`config.mk`:
```
export PLATFORM = sky130hd
export DESIGN_NAME = scan_tap
export DESIGN_NICKNAME = d
export VERILOG_FILES = /design/src/tap_pkg.sv /design/src/scan_tap.sv
export SDC_FILE = /design/constraint.sdc
export NUM_CORES = 1
export LEC_CHECK = 0
export BUFFER_PORTS_ARGS = -buffer_cell sky130_fd_sc_hd__buf_2
export CORE_MARGIN = 2
export CORE_UTILIZATION = 45
export DETAILED_ROUTE_END_ITERATION = 8
export PLACE_DENSITY = 0.63
export SLEW_MARGIN = 40
export SYNTH_ARGS = -nofsm -noshare
export SYNTH_HDL_FRONTEND = slang
export SYNTH_SLANG_ARGS = --single-unit
```
`constraint.sdc`:
```
create_clock -name CLK -period 5.7 [get_ports CLK]
set_clock_uncertainty 0.05 [all_clocks]
set_input_delay 0.855 -clock CLK [delete_from_list [all_inputs] [get_ports CLK]]
set_output_delay 0.855 -clock CLK [all_outputs]
set_load 0.02 [all_outputs]
```
`src/tap_pkg.sv`:
```
// Constants shared by the boundary-scan test port and its event FIFO.
// Assumes nothing of its surroundings; holds definitions only.
`default_nettype none
package tap_pkg;
    // Register sizes
    localparam int IR_W = 3;
    localparam int ID_W = 32;
    localparam int BSR_LEN = 109;
    localparam int OE_CELL = 108;
    // Event FIFO shape: one word is {mode select, data in}
    localparam int EV_W = 2;
    localparam int EV_DEPTH = 4;
    // Instruction encodings
    localparam logic [IR_W-1:0] INS_EXTEST = 3'h0;
    localparam logic [IR_W-1:0] INS_IDCODE = 3'h1;
    localparam logic [IR_W-1:0] INS_SAMPLE_Z = 3'h2;
    localparam logic [IR_W-1:0] INS_SAMPLE = 3'h4;
    localparam logic [IR_W-1:0] INS_BYPASS = 3'h7;
    // Value loaded into the instruction shifter on capture
    localparam logic [IR_W-1:0] IR_CAPTURE = 3'h1;
    // Reset values
    localparam logic [BSR_LEN-1:0] BSR_UPD_RST = {1'b1, 108'h0};
    localparam logic [IR_W-1:0] IR_RST = INS_IDCODE;
    // Data register selection
    typedef enum logic [2:0] {
        SEL_BYP = 3'h1,
        SEL_ID = 3'h2,
        SEL_BSR = 3'h4
    } dsel_t;
    // Controller states, one-hot
    typedef enum logic [15:0] {
        ST_RESET = 16'h0001,
        ST_IDLE = 16'h0002,
        ST_SEL_DR = 16'h0004,
        ST_CAP_DR = 16'h0008,
        ST_SH_DR = 16'h0010,
        ST_EX1_DR = 16'h0020,
        ST_PA_DR = 16'h0040,
        ST_EX2_DR = 16'h0080,
        ST_UPD_DR = 16'h0100,
        ST_SEL_IR = 16'h0200,
        ST_CAP_IR = 16'h0400,
        ST_SH_IR = 16'h0800,
        ST_EX1_IR = 16'h1000,
        ST_PA_IR = 16'h2000,
        ST_EX2_IR = 16'h4000,
        ST_UPD_IR = 16'h8000
    } tap_st_t;
endpackage
`default_nettype wire
```
`src/scan_tap.sv`:
```
// Boundary-scan test port of the memory, plus the small FIFO that carries
// sampled test-clock rising-edge events to the controller.
// Assumes CLK is much faster than the test clock (half period >= 4 CLK).
//
// Behaviour
// [RL1] Sample inputs on rise, drive outputs on fall
// [RL2] Mode select steers controller, floats high
// [RL3] Data in feeds selected register MSB
// [RL4] Data out from LSB, changes on fall
// [RL5] Data out driven only while shifting
// [RL6] Five high mode-select edges reach reset
// [RL7] Test reset leaves memory operation untouched
// [RL8] Power-up reset leaves data out undriven
// [RL9] Exactly one data register selected at once
// [RL10] Three-bit serially shifted instruction register
// [RL11] Identification instruction after power-up and reset
// [RL12] Instruction capture loads binary 01
// [RL13] One-bit bypass register available
// [RL14] Bypass cell cleared when bypass applied
// [RL15] Boundary register covers all pins
// [RL16] Boundary captures ring, then shifts
// [RL17] Three instructions select and capture boundary
// [RL18] Identification capture loads 32-bit value
// [RL19] Identification value hardwired, shifted in shift
// [RL20] Unused port: hold test clock low
// [RL21] New instruction applies at instruction update
// [RL22] Sample-Z forces output bus undriven
// [RL23] Cell 108 gates bus in external test
// [RL24] Bypass instruction shifts through bypass cell
// [RL25] Standard sixteen-state controller on rising edges
// [RL26] Reserved encodings behave as bypass
`timescale 1ns/1ns
`default_nettype none

module tap_fifo #(
    parameter int WIDTH = 2,
    parameter int DEPTH = 4
) (
    input wire logic clk,
    input wire logic resetn,
    input wire logic ce,
    input wire logic in_valid,
    output logic in_ready,
    input wire logic [WIDTH-1:0] in_data,
    output logic out_valid,
    input wire logic out_ready,
    output logic [WIDTH-1:0] out_data
);
    localparam int AW = (DEPTH > 1) ? $clog2(DEPTH) : 1;
    logic [WIDTH-1:0] mem_r [DEPTH];
    logic [AW-1:0] wr_r, wr_nxt, rd_r, rd_nxt;
    logic [AW:0] cnt_r, cnt_nxt;
    logic push, pop;

    // Honest flags from the fill count
    assign in_ready = (cnt_r != DEPTH[AW:0]);
    assign out_valid = (cnt_r != '0);
    assign out_data = mem_r[rd_r];
    assign push = in_valid && in_ready;
    assign pop = out_valid && out_ready;

    // Pointer wrap without assuming a power-of-two depth
    always_comb
    begin
        wr_nxt = wr_r;
        rd_nxt = rd_r;
        cnt_nxt = cnt_r;
        if (push)
        begin
            wr_nxt = (wr_r == AW'(DEPTH - 1)) ? '0 : wr_r + 1'b1;
        end
        if (pop)
        begin
            rd_nxt = (rd_r == AW'(DEPTH - 1)) ? '0 : rd_r + 1'b1;
        end
        if (push && !pop)
        begin
            cnt_nxt = cnt_r + 1'b1;
        end
        else if (pop && !push)
        begin
            cnt_nxt = cnt_r - 1'b1;
        end
    end

    // Storage is plain flops; no reset needed on data
    always_ff @(posedge clk)
    begin
        if (ce && push)
        begin
            mem_r[wr_r] <= in_data;
        end
    end

    always_ff @(posedge clk or negedge resetn)
    begin
        if (!resetn)
        begin
            wr_r <= '0;
            rd_r <= '0;
            cnt_r <= '0;
        end
        else if (ce)
        begin
            wr_r <= wr_nxt;
            rd_r <= rd_nxt;
            cnt_r <= cnt_nxt;
        end
    end
endmodule // tap_fifo

module scan_tap #(
    parameter logic [31:0] ID_VALUE = 32'h0a5c_3e01 // Arbitrary value
) (
    input wire logic CLK,
    input wire logic RESETN,
    input wire logic CE,
    input wire logic TCK,
    input wire logic TMS,
    input wire logic TDI,
    input wire logic [tap_pkg::BSR_LEN-1:0] PIN_RING,
    output logic TDO,
    output logic TDO_OE,
    output logic Q_BUS_OE,
    output logic EXTEST_DRIVE,
    output logic [tap_pkg::BSR_LEN-1:0] BSR_OUT
);
    // Controller next state, standard diagram
    function automatic tap_pkg::tap_st_t next_st(tap_pkg::tap_st_t s, logic m);
        case (s)
            tap_pkg::ST_RESET: next_st = m ? tap_pkg::ST_RESET : tap_pkg::ST_IDLE;
            tap_pkg::ST_IDLE: next_st = m ? tap_pkg::ST_SEL_DR : tap_pkg::ST_IDLE;
            tap_pkg::ST_SEL_DR: next_st = m ? tap_pkg::ST_SEL_IR : tap_pkg::ST_CAP_DR;
            tap_pkg::ST_CAP_DR: next_st = m ? tap_pkg::ST_EX1_DR : tap_pkg::ST_SH_DR;
            tap_pkg::ST_SH_DR: next_st = m ? tap_pkg::ST_EX1_DR : tap_pkg::ST_SH_DR;
            tap_pkg::ST_EX1_DR: next_st = m ? tap_pkg::ST_UPD_DR : tap_pkg::ST_PA_DR;
            tap_pkg::ST_PA_DR: next_st = m ? tap_pkg::ST_EX2_DR : tap_pkg::ST_PA_DR;
            tap_pkg::ST_EX2_DR: next_st = m ? tap_pkg::ST_UPD_DR : tap_pkg::ST_SH_DR;
            tap_pkg::ST_UPD_DR: next_st = m ? tap_pkg::ST_SEL_DR : tap_pkg::ST_IDLE;
            tap_pkg::ST_SEL_IR: next_st = m ? tap_pkg::ST_RESET : tap_pkg::ST_CAP_IR;
            tap_pkg::ST_CAP_IR: next_st = m ? tap_pkg::ST_EX1_IR : tap_pkg::ST_SH_IR;
            tap_pkg::ST_SH_IR: next_st = m ? tap_pkg::ST_EX1_IR : tap_pkg::ST_SH_IR;
            tap_pkg::ST_EX1_IR: next_st = m ? tap_pkg::ST_UPD_IR : tap_pkg::ST_PA_IR;
            tap_pkg::ST_PA_IR: next_st = m ? tap_pkg::ST_EX2_IR : tap_pkg::ST_PA_IR;
            tap_pkg::ST_EX2_IR: next_st = m ? tap_pkg::ST_UPD_IR : tap_pkg::ST_SH_IR;
            tap_pkg::ST_UPD_IR: next_st = m ? tap_pkg::ST_SEL_DR : tap_pkg::ST_IDLE;
            default: next_st = tap_pkg::ST_RESET;
        endcase
    endfunction

    // Data register chosen by an instruction; reserved codes fall to bypass
    function automatic tap_pkg::dsel_t dr_sel(logic [tap_pkg::IR_W-1:0] ins);
        case (ins)
            tap_pkg::INS_EXTEST, tap_pkg::INS_SAMPLE,
            tap_pkg::INS_SAMPLE_Z: dr_sel = tap_pkg::SEL_BSR; // [RL17]
            tap_pkg::INS_IDCODE: dr_sel = tap_pkg::SEL_ID;
            default: dr_sel = tap_pkg::SEL_BYP; // [RL26]
        endcase
    endfunction

    logic tck_s1, tck_s2, tck_s3, tms_s1, tms_s2, tdi_s1, tdi_s2;
    logic [tap_pkg::BSR_LEN-1:0] pin_s1, pin_s2;
    logic rise, fall;
    logic ev_pend_r, ev_pend_nxt;
    logic [tap_pkg::EV_W-1:0] ev_data_r, ev_data_nxt, ev_out;
    logic ev_ready, ev_valid, ev_take;
    logic busy_r, busy_nxt;
    tap_pkg::tap_st_t st_r, st_nxt;
    tap_pkg::dsel_t sel;
    logic [tap_pkg::IR_W-1:0] ir_r, ir_nxt, ir_sh_r, ir_sh_nxt;
    logic byp_r, byp_nxt;
    logic [tap_pkg::ID_W-1:0] id_sh_r, id_sh_nxt;
    logic [tap_pkg::BSR_LEN-1:0] bsr_sh_r, bsr_sh_nxt, bsr_upd_r, bsr_upd_nxt;
    logic tdo_r, tdo_nxt, oe_r, oe_nxt, qoe_r, qoe_nxt, ext_r, ext_nxt;
    logic shifting;

    // Two-flop synchronisers; the second stage is read, and for the test clock the third stage too
    always_ff @(posedge CLK or negedge RESETN)
    begin
        if (!RESETN)
        begin
            tck_s1 <= 1'b0;
            tck_s2 <= 1'b0;
            tck_s3 <= 1'b0;
            tms_s1 <= 1'b1;
            tms_s2 <= 1'b1;
            tdi_s1 <= 1'b1;
            tdi_s2 <= 1'b1;
            pin_s1 <= '0;
            pin_s2 <= '0;
        end
        else if (CE)
        begin
            tck_s1 <= TCK;
            tck_s2 <= tck_s1;
            tck_s3 <= tck_s2;
            tms_s1 <= TMS;
            tms_s2 <= tms_s1;
            tdi_s1 <= TDI;
            tdi_s2 <= tdi_s1;
            pin_s1 <= PIN_RING;
            pin_s2 <= pin_s1;
        end
    end

    // Test clock edges; a clock held low never advances anything
    assign rise = tck_s2 && !tck_s3; // [RL20]
    assign fall = !tck_s2 && tck_s3;

    // Rising-edge samples wait here until the FIFO takes them
    always_comb
    begin
        ev_pend_nxt = ev_pend_r;
        ev_data_nxt = ev_data_r;
        if (ev_pend_r && ev_ready)
        begin
            ev_pend_nxt = 1'b0;
        end
        if (rise)
        begin
            ev_pend_nxt = 1'b1;
            ev_data_nxt = {tms_s2, tdi_s2}; // [RL1] [RL2]
        end
    end

    tap_fifo #(
        .WIDTH(tap_pkg::EV_W),
        .DEPTH(tap_pkg::EV_DEPTH)
    ) u_ev_fifo (
        .clk(CLK),
        .resetn(RESETN),
        .ce(CE),
        .in_valid(ev_pend_r),
        .in_ready(ev_ready),
        .in_data(ev_data_r),
        .out_valid(ev_valid),
        .out_ready(!busy_r),
        .out_data(ev_out)
    );

    // Controller takes at most one event every other cycle
    assign ev_take = ev_valid && !busy_r;
    assign sel = dr_sel(ir_r); // [RL9]
    assign shifting = (st_r == tap_pkg::ST_SH_DR) || (st_r == tap_pkg::ST_SH_IR);

    // Rising-edge work uses the state before the transition
    always_comb
    begin
        busy_nxt = ev_take;
        st_nxt = st_r;
        ir_nxt = ir_r;
        ir_sh_nxt = ir_sh_r;
        byp_nxt = byp_r;
        id_sh_nxt = id_sh_r;
        bsr_sh_nxt = bsr_sh_r;
        bsr_upd_nxt = bsr_upd_r;
        tdo_nxt = tdo_r;
        oe_nxt = oe_r;
        if (ev_take)
        begin
            case (st_r)
                tap_pkg::ST_CAP_IR: ir_sh_nxt = tap_pkg::IR_CAPTURE; // [RL12]
                tap_pkg::ST_SH_IR: ir_sh_nxt = {ev_out[0], ir_sh_r[2:1]}; // [RL10] [RL3]
                tap_pkg::ST_CAP_DR:
                begin
                    if (sel == tap_pkg::SEL_BSR)
                    begin
                        bsr_sh_nxt = pin_s2; // [RL16] [RL15]
                    end
                    else if (sel == tap_pkg::SEL_ID)
                    begin
                        id_sh_nxt = ID_VALUE; // [RL18] [RL19]
                    end
                    else
                    begin
                        byp_nxt = 1'b0; // [RL13]
                    end
                end
                tap_pkg::ST_SH_DR:
                begin
                    if (sel == tap_pkg::SEL_BSR)
                    begin
                        bsr_sh_nxt = {ev_out[0], bsr_sh_r[tap_pkg::BSR_LEN-1:1]}; // [RL16]
                    end
                    else if (sel == tap_pkg::SEL_ID)
                    begin
                        id_sh_nxt = {ev_out[0], id_sh_r[tap_pkg::ID_W-1:1]}; // [RL19]
                    end
                    else
                    begin
                        byp_nxt = ev_out[0]; // [RL24] [RL3]
                    end
                end
                default: ;
            endcase
            st_nxt = next_st(st_r, ev_out[1]); // [RL25] [RL6]
        end
        // Falling-edge work: updates, reset defaults and the data out pin
        if (fall)
        begin
            case (st_r)
                tap_pkg::ST_RESET:
                begin
                    ir_nxt = tap_pkg::IR_RST; // [RL11]
                    bsr_upd_nxt[tap_pkg::OE_CELL] = 1'b1; // [RL23]
                end
                tap_pkg::ST_UPD_IR:
                begin
                    ir_nxt = ir_sh_r; // [RL21]
                    if (dr_sel(ir_sh_r) == tap_pkg::SEL_BYP)
                    begin
                        byp_nxt = 1'b0; // [RL14]
                    end
                end
                tap_pkg::ST_UPD_DR:
                begin
                    if (sel == tap_pkg::SEL_BSR)
                    begin
                        bsr_upd_nxt = bsr_sh_r;
                    end
                end
                default: ;
            endcase
            oe_nxt = shifting; // [RL5]
            if (st_r == tap_pkg::ST_SH_IR)
            begin
                tdo_nxt = ir_sh_r[0]; // [RL4]
            end
            else if (st_r == tap_pkg::ST_SH_DR)
            begin
                case (sel)
                    tap_pkg::SEL_BSR: tdo_nxt = bsr_sh_r[0]; // [RL4]
                    tap_pkg::SEL_ID: tdo_nxt = id_sh_r[0];
                    default: tdo_nxt = byp_r;
                endcase
            end
        end
    end

    // Memory-side controls; normal operation keeps the bus enabled [RL7]
    always_comb
    begin
        ext_nxt = (ir_r == tap_pkg::INS_EXTEST);
        if (ir_r == tap_pkg::INS_SAMPLE_Z)
        begin
            qoe_nxt = 1'b0; // [RL22]
        end
        else if (ext_nxt)
        begin
            qoe_nxt = bsr_upd_r[tap_pkg::OE_CELL]; // [RL23]
        end
        else
        begin
            qoe_nxt = 1'b1;
        end
    end

    // Power-up reset puts the port in its reset state, data out undriven
    always_ff @(posedge CLK or negedge RESETN)
    begin
        if (!RESETN)
        begin
            ev_pend_r <= 1'b0;
            ev_data_r <= '0;
            busy_r <= 1'b0;
            st_r <= tap_pkg::ST_RESET;
            ir_r <= tap_pkg::IR_RST; // [RL11]
            ir_sh_r <= '0;
            byp_r <= 1'b0;
            id_sh_r <= '0;
            bsr_sh_r <= '0;
            bsr_upd_r <= tap_pkg::BSR_UPD_RST; // [RL23]
            tdo_r <= 1'b0;
            oe_r <= 1'b0; // [RL8]
            qoe_r <= 1'b1;
            ext_r <= 1'b0;
        end
        else if (CE)
        begin
            ev_pend_r <= ev_pend_nxt;
            ev_data_r <= ev_data_nxt;
            busy_r <= busy_nxt;
            st_r <= st_nxt;
            ir_r <= ir_nxt;
            ir_sh_r <= ir_sh_nxt;
            byp_r <= byp_nxt;
            id_sh_r <= id_sh_nxt;
            bsr_sh_r <= bsr_sh_nxt;
            bsr_upd_r <= bsr_upd_nxt;
            tdo_r <= tdo_nxt;
            oe_r <= oe_nxt;
            qoe_r <= qoe_nxt;
            ext_r <= ext_nxt;
        end
    end

    assign TDO = tdo_r;
    assign TDO_OE = oe_r;
    assign Q_BUS_OE = qoe_r;
    assign EXTEST_DRIVE = ext_r;
    assign BSR_OUT = bsr_upd_r;
endmodule // scan_tap
`default_nettype wire

```
==> summary.md <==
| Metric | Value |
|---|---|
| Remaining Overflow, GRT | `0` |
| Mapped cell area | `between 20000 and 25000 µm²` |
| TNS Setup | `0 ns` |
| Power per cell area | `374.2 nW/µm²` |
| FF+latch count, synth | `between 500 and 600` |
| CP arrival | `around 3.5 ns` |
| Syn nets | `1645` |
| Setup crit start kind | `flop` |
| CP most frequent cell | `buf_4` |
| Die area | `approximately 48000 µm²` |
| Worst-path fanout max | `86` |
| Most instantiated library cell after synthesis | `dfrtp_1` |
| Pin count of the biggest net entering global routing | `155` |
| Clock Path Buffers | `3` |
| Sequential share of power | `0.492` |
| Multi-input logic area | `about 7500 µm²` |
| First-pass GRT wire length | `67950 µm` |
| NetSw | `approximately 2.4 mW` |
| Placed cell areas | `around 23000 µm²` |
| Core area | `about 46000 µm²` |
| Power Total | `roughly 9.2 mW` |
| Port buffer count | `between 200 and 250` |
| Buf/Inv on CP | `2` |
| DRT Pass-1 Iters | `5` |
| Internal cell power | `~6.8 mW` |
| Initial Util | `0.4537` |
| Die height | `around 220 µm` |
| NumNets Final | `approximately 1.9k` |
| Leak | `around 12 nW` |
| Relative slew slack | `0.4974` |
| Mapped Cells | `about 1.5k` |
| Crit share post-route | `0.5392` |
| Final std cells w/o fill | `roughly 2.4k` |
| Critical Path Max Stage Delay | `about 0.72 ns` |
| Final instance area | `around 25000 µm²` |
| Cells after DPL | `roughly 2.3k` |
| Final number of setup-violating endpoints | `0` |
| Critical setup path kind | `reg2reg` |
| Vias in the first global route | `between 10k and 15k` |
| Row cnt | `79` |
| 1st-iter DRT viols | `about 760` |
| Max Slew Vio Count | `0` |
| Ys async rst share | `0.9846` |
| Cts repair resizes | `0` |
| CP max stage cell | `buf_4` |
| Max-cap violations | `0` |
| Area leader, netlist | `dfrtp_1` |
| Syn-to-layout area delta | `17.08%` |
| Max VDD drop | `about 230 µV` |
| Crit path cell chain | `or3_1, and3_1, nand4_1, buf_4, buf_4, o21ai_0` |
| Post-synth EDFFs | `8` |
| Logic pwr share | `0.128` |
| Final Util | `0.5312` |
| Drt total wl | `around 42000 µm` |
| Synth top area cells | `dfrtp_1, mux2_2, mux2i_1` |
| Worst hold path class | `in2async` |
| RSZ-0062 raised after global routing | `no` |
| IO Count | `228` |
| Ys flop type | `dfrtp_1` |
| Clk network pwr share | `0.381` |
| Most frequent cells after synthesis | `dfrtp_1, mux2_2, nand2_1` |
| Worst Hold Margin | `0.1517 ns` |
| Final RePlAce weighted congestion | `roughly 0.84` |
| Routed length per instance | `around 18 µm` |
| TritonCTS Sinks | `approximately 520` |
| Post-CTS Hold Fix Bufs | `0` |
| Fin. Hold Viols | `0` |
| Die width | `~220 µm` |
| Crit path max-delay family | `buffers and inverters` |
| Outcome | `completed` |
| Number of fill cells | `approximately 3.9k` |
| FMAX | `about 0.33 GHz` |
| Min Clock Period, post-route | `between 3 and 4 ns` |
| GRT Overall Usage | `0.1751` |
| Routed vias | `around 12k` |
| Vias per cell | `~5.2` |
| Final ANT Viol Nets | `0` |
| Drc violations | `0` |
| Seq/Total Area, Yosys | `0.6222` |
| Ratio of cells with drive above 1 in the final layout | `0.3950` |
| Avg Cell Area, Syn | `about 14 µm²` |
| Initial antenna violation count | `9` |
| Setup ws final | `2.626 ns` |
| CP required | `between 6 and 7 ns` |
| Clock Latency Late Sink | `between 0.5 and 0.6 ns` |
| Top-area cell type share of the netlist area | `0.6008` |
| Sw Ratio | `0.2578` |
| Worst-Margin Slew | `roughly 0.75 ns` |
| Postcts setup bufs | `0` |
| CTS buffer count | `54` |
| Synth cell types | `57` |
| Ys Warns | `0` |
| Register Area | `between 10000 and 15000 µm²` |
| TritonCTS clock tree | `built` |
| Kind of end point of the critical path | `flop` |
| Worst-path clk slew | `~0.06 ns` |
| CTS H-tree depth | `2` |
| Setup WS pre-CTS | `2.199 ns` |
| DP HPWL | `roughly 26000 µm` |
| Clock tree root driver cell | `clkbuf_16` |
cells in the final DEF (no fill, tap or decap), types with 3 or more instances in the layout:
cell type and instances:
clkbuf_8 16, nor4b_1 4, or4_1 3, o211ai_1 3
nor2b_1 4, clkbuf_1 11, o22a_1 12, buf_12 6
nand3_1 16, inv_1 11, mux2i_1 111, nor2_1 18
dfrtp_1 505, nand4_1 6, xnor2_1 4, edfxtp_1 8
o21ai_0 129, clkinv_2 15, and3_1 5, a21oi_1 8
xor2_1 4, clkbuf_16 57, buf_2 225, nand3b_1 4
a22o_1 25, nand2_1 137, nor4_1 4, nor3_1 7
buf_16 4, o31ai_1 3, mux2_2 339, dfstp_2 8
buf_4 8, ha_1 9
path summary, 6_finish.rpt:
| kind | cells after the start | endpoint | slack (ns) | startpoint |
|---|---|---|---|---|
| max | 6 | bsr_sh_r[15] | 2.63 | u_ev_fifo.cnt_r[0] |
| min | 1 | BSR_OUT[102] | 0.15 | RESETN |
| max reg2reg | 6 | bsr_sh_r[15] | 2.63 | u_ev_fifo.cnt_r[0] |
| min reg2reg | 1 | id_sh_r[12] | 0.44 | id_sh_r[13] |
| max in group asynchronous | 3 | bsr_sh_r[56] | 4.21 | RESETN |
| min in group CLK | 1 | id_sh_r[12] | 0.44 | id_sh_r[13] |
state kept, by name (all words and copies together), names as in the netlist, 2 cells and up:
register and count:
u_ev_fifo.wr_r 2, pin_s1 109, ev_data_r 2, u_ev_fifo.mem_r 8, BSR_OUT 109, st_r 16, id_sh_r 32, bsr_sh_r 109
pin_s2 109, ir_sh_r 3, u_ev_fifo.cnt_r 3, u_ev_fifo.rd_r 2, ir_r 3
cell families after synthesis:
| group | count (synthesis) | share of synthesized area |
|---|---|---|
| compound gates | 193 | 0.05509 |
| xor+xnor | 8 | 0.003331 |
| fa+ha+maj | 10 | 0.006306 |
| buf+inv | 107 | 0.02391 |
| flops | 521 | 0.6222 |
| mux | 452 | 0.2365 |
| simple gates | 229 | 0.05265 |
worst reg2reg max path, delay by kind of cell, from the launching register on:
kind	cells	cell delay, ns
buf+inv	2	1.31
compound gates	1	0.27
simple gates	3	0.87
flops	1	0.43
routing by layer:
metal	vias up	GRT usage	routed length, µm
li1	5824	-	-
met1	6278	0.2490	19060
met2	220	0.2653	19500
met3	58	0.04852	2548
met4	14	0.04743	586
met5	-	0	89
power groups by stage:
stage | registers [mW] | logic, mW | clock network, mW
CTS | 4.53 | 1.18 | 3.61
floorplan | 4.48 | 0.868 | 0
finish | 4.53 | 1.18 | 3.51
detailed placement | 4.60 | 1.18 | 0
global route | 4.60 | 1.33 | 3.78
global placement | 4.58 | 1.14 | 0
cell type report:
class / count / area share
multi-input combinational: 892 / 0.3031
tap: 607 / 0.03084
timing repair buffer: 246 / 0.05919
inverter: 11 / 0.001677
clock inverter: 18 / 0.004929
clock buffer: 84 / 0.06854
antenna: 2 / 0.0002032
sequential: 521 / 0.5315
(Power assumes the default switching activity.)
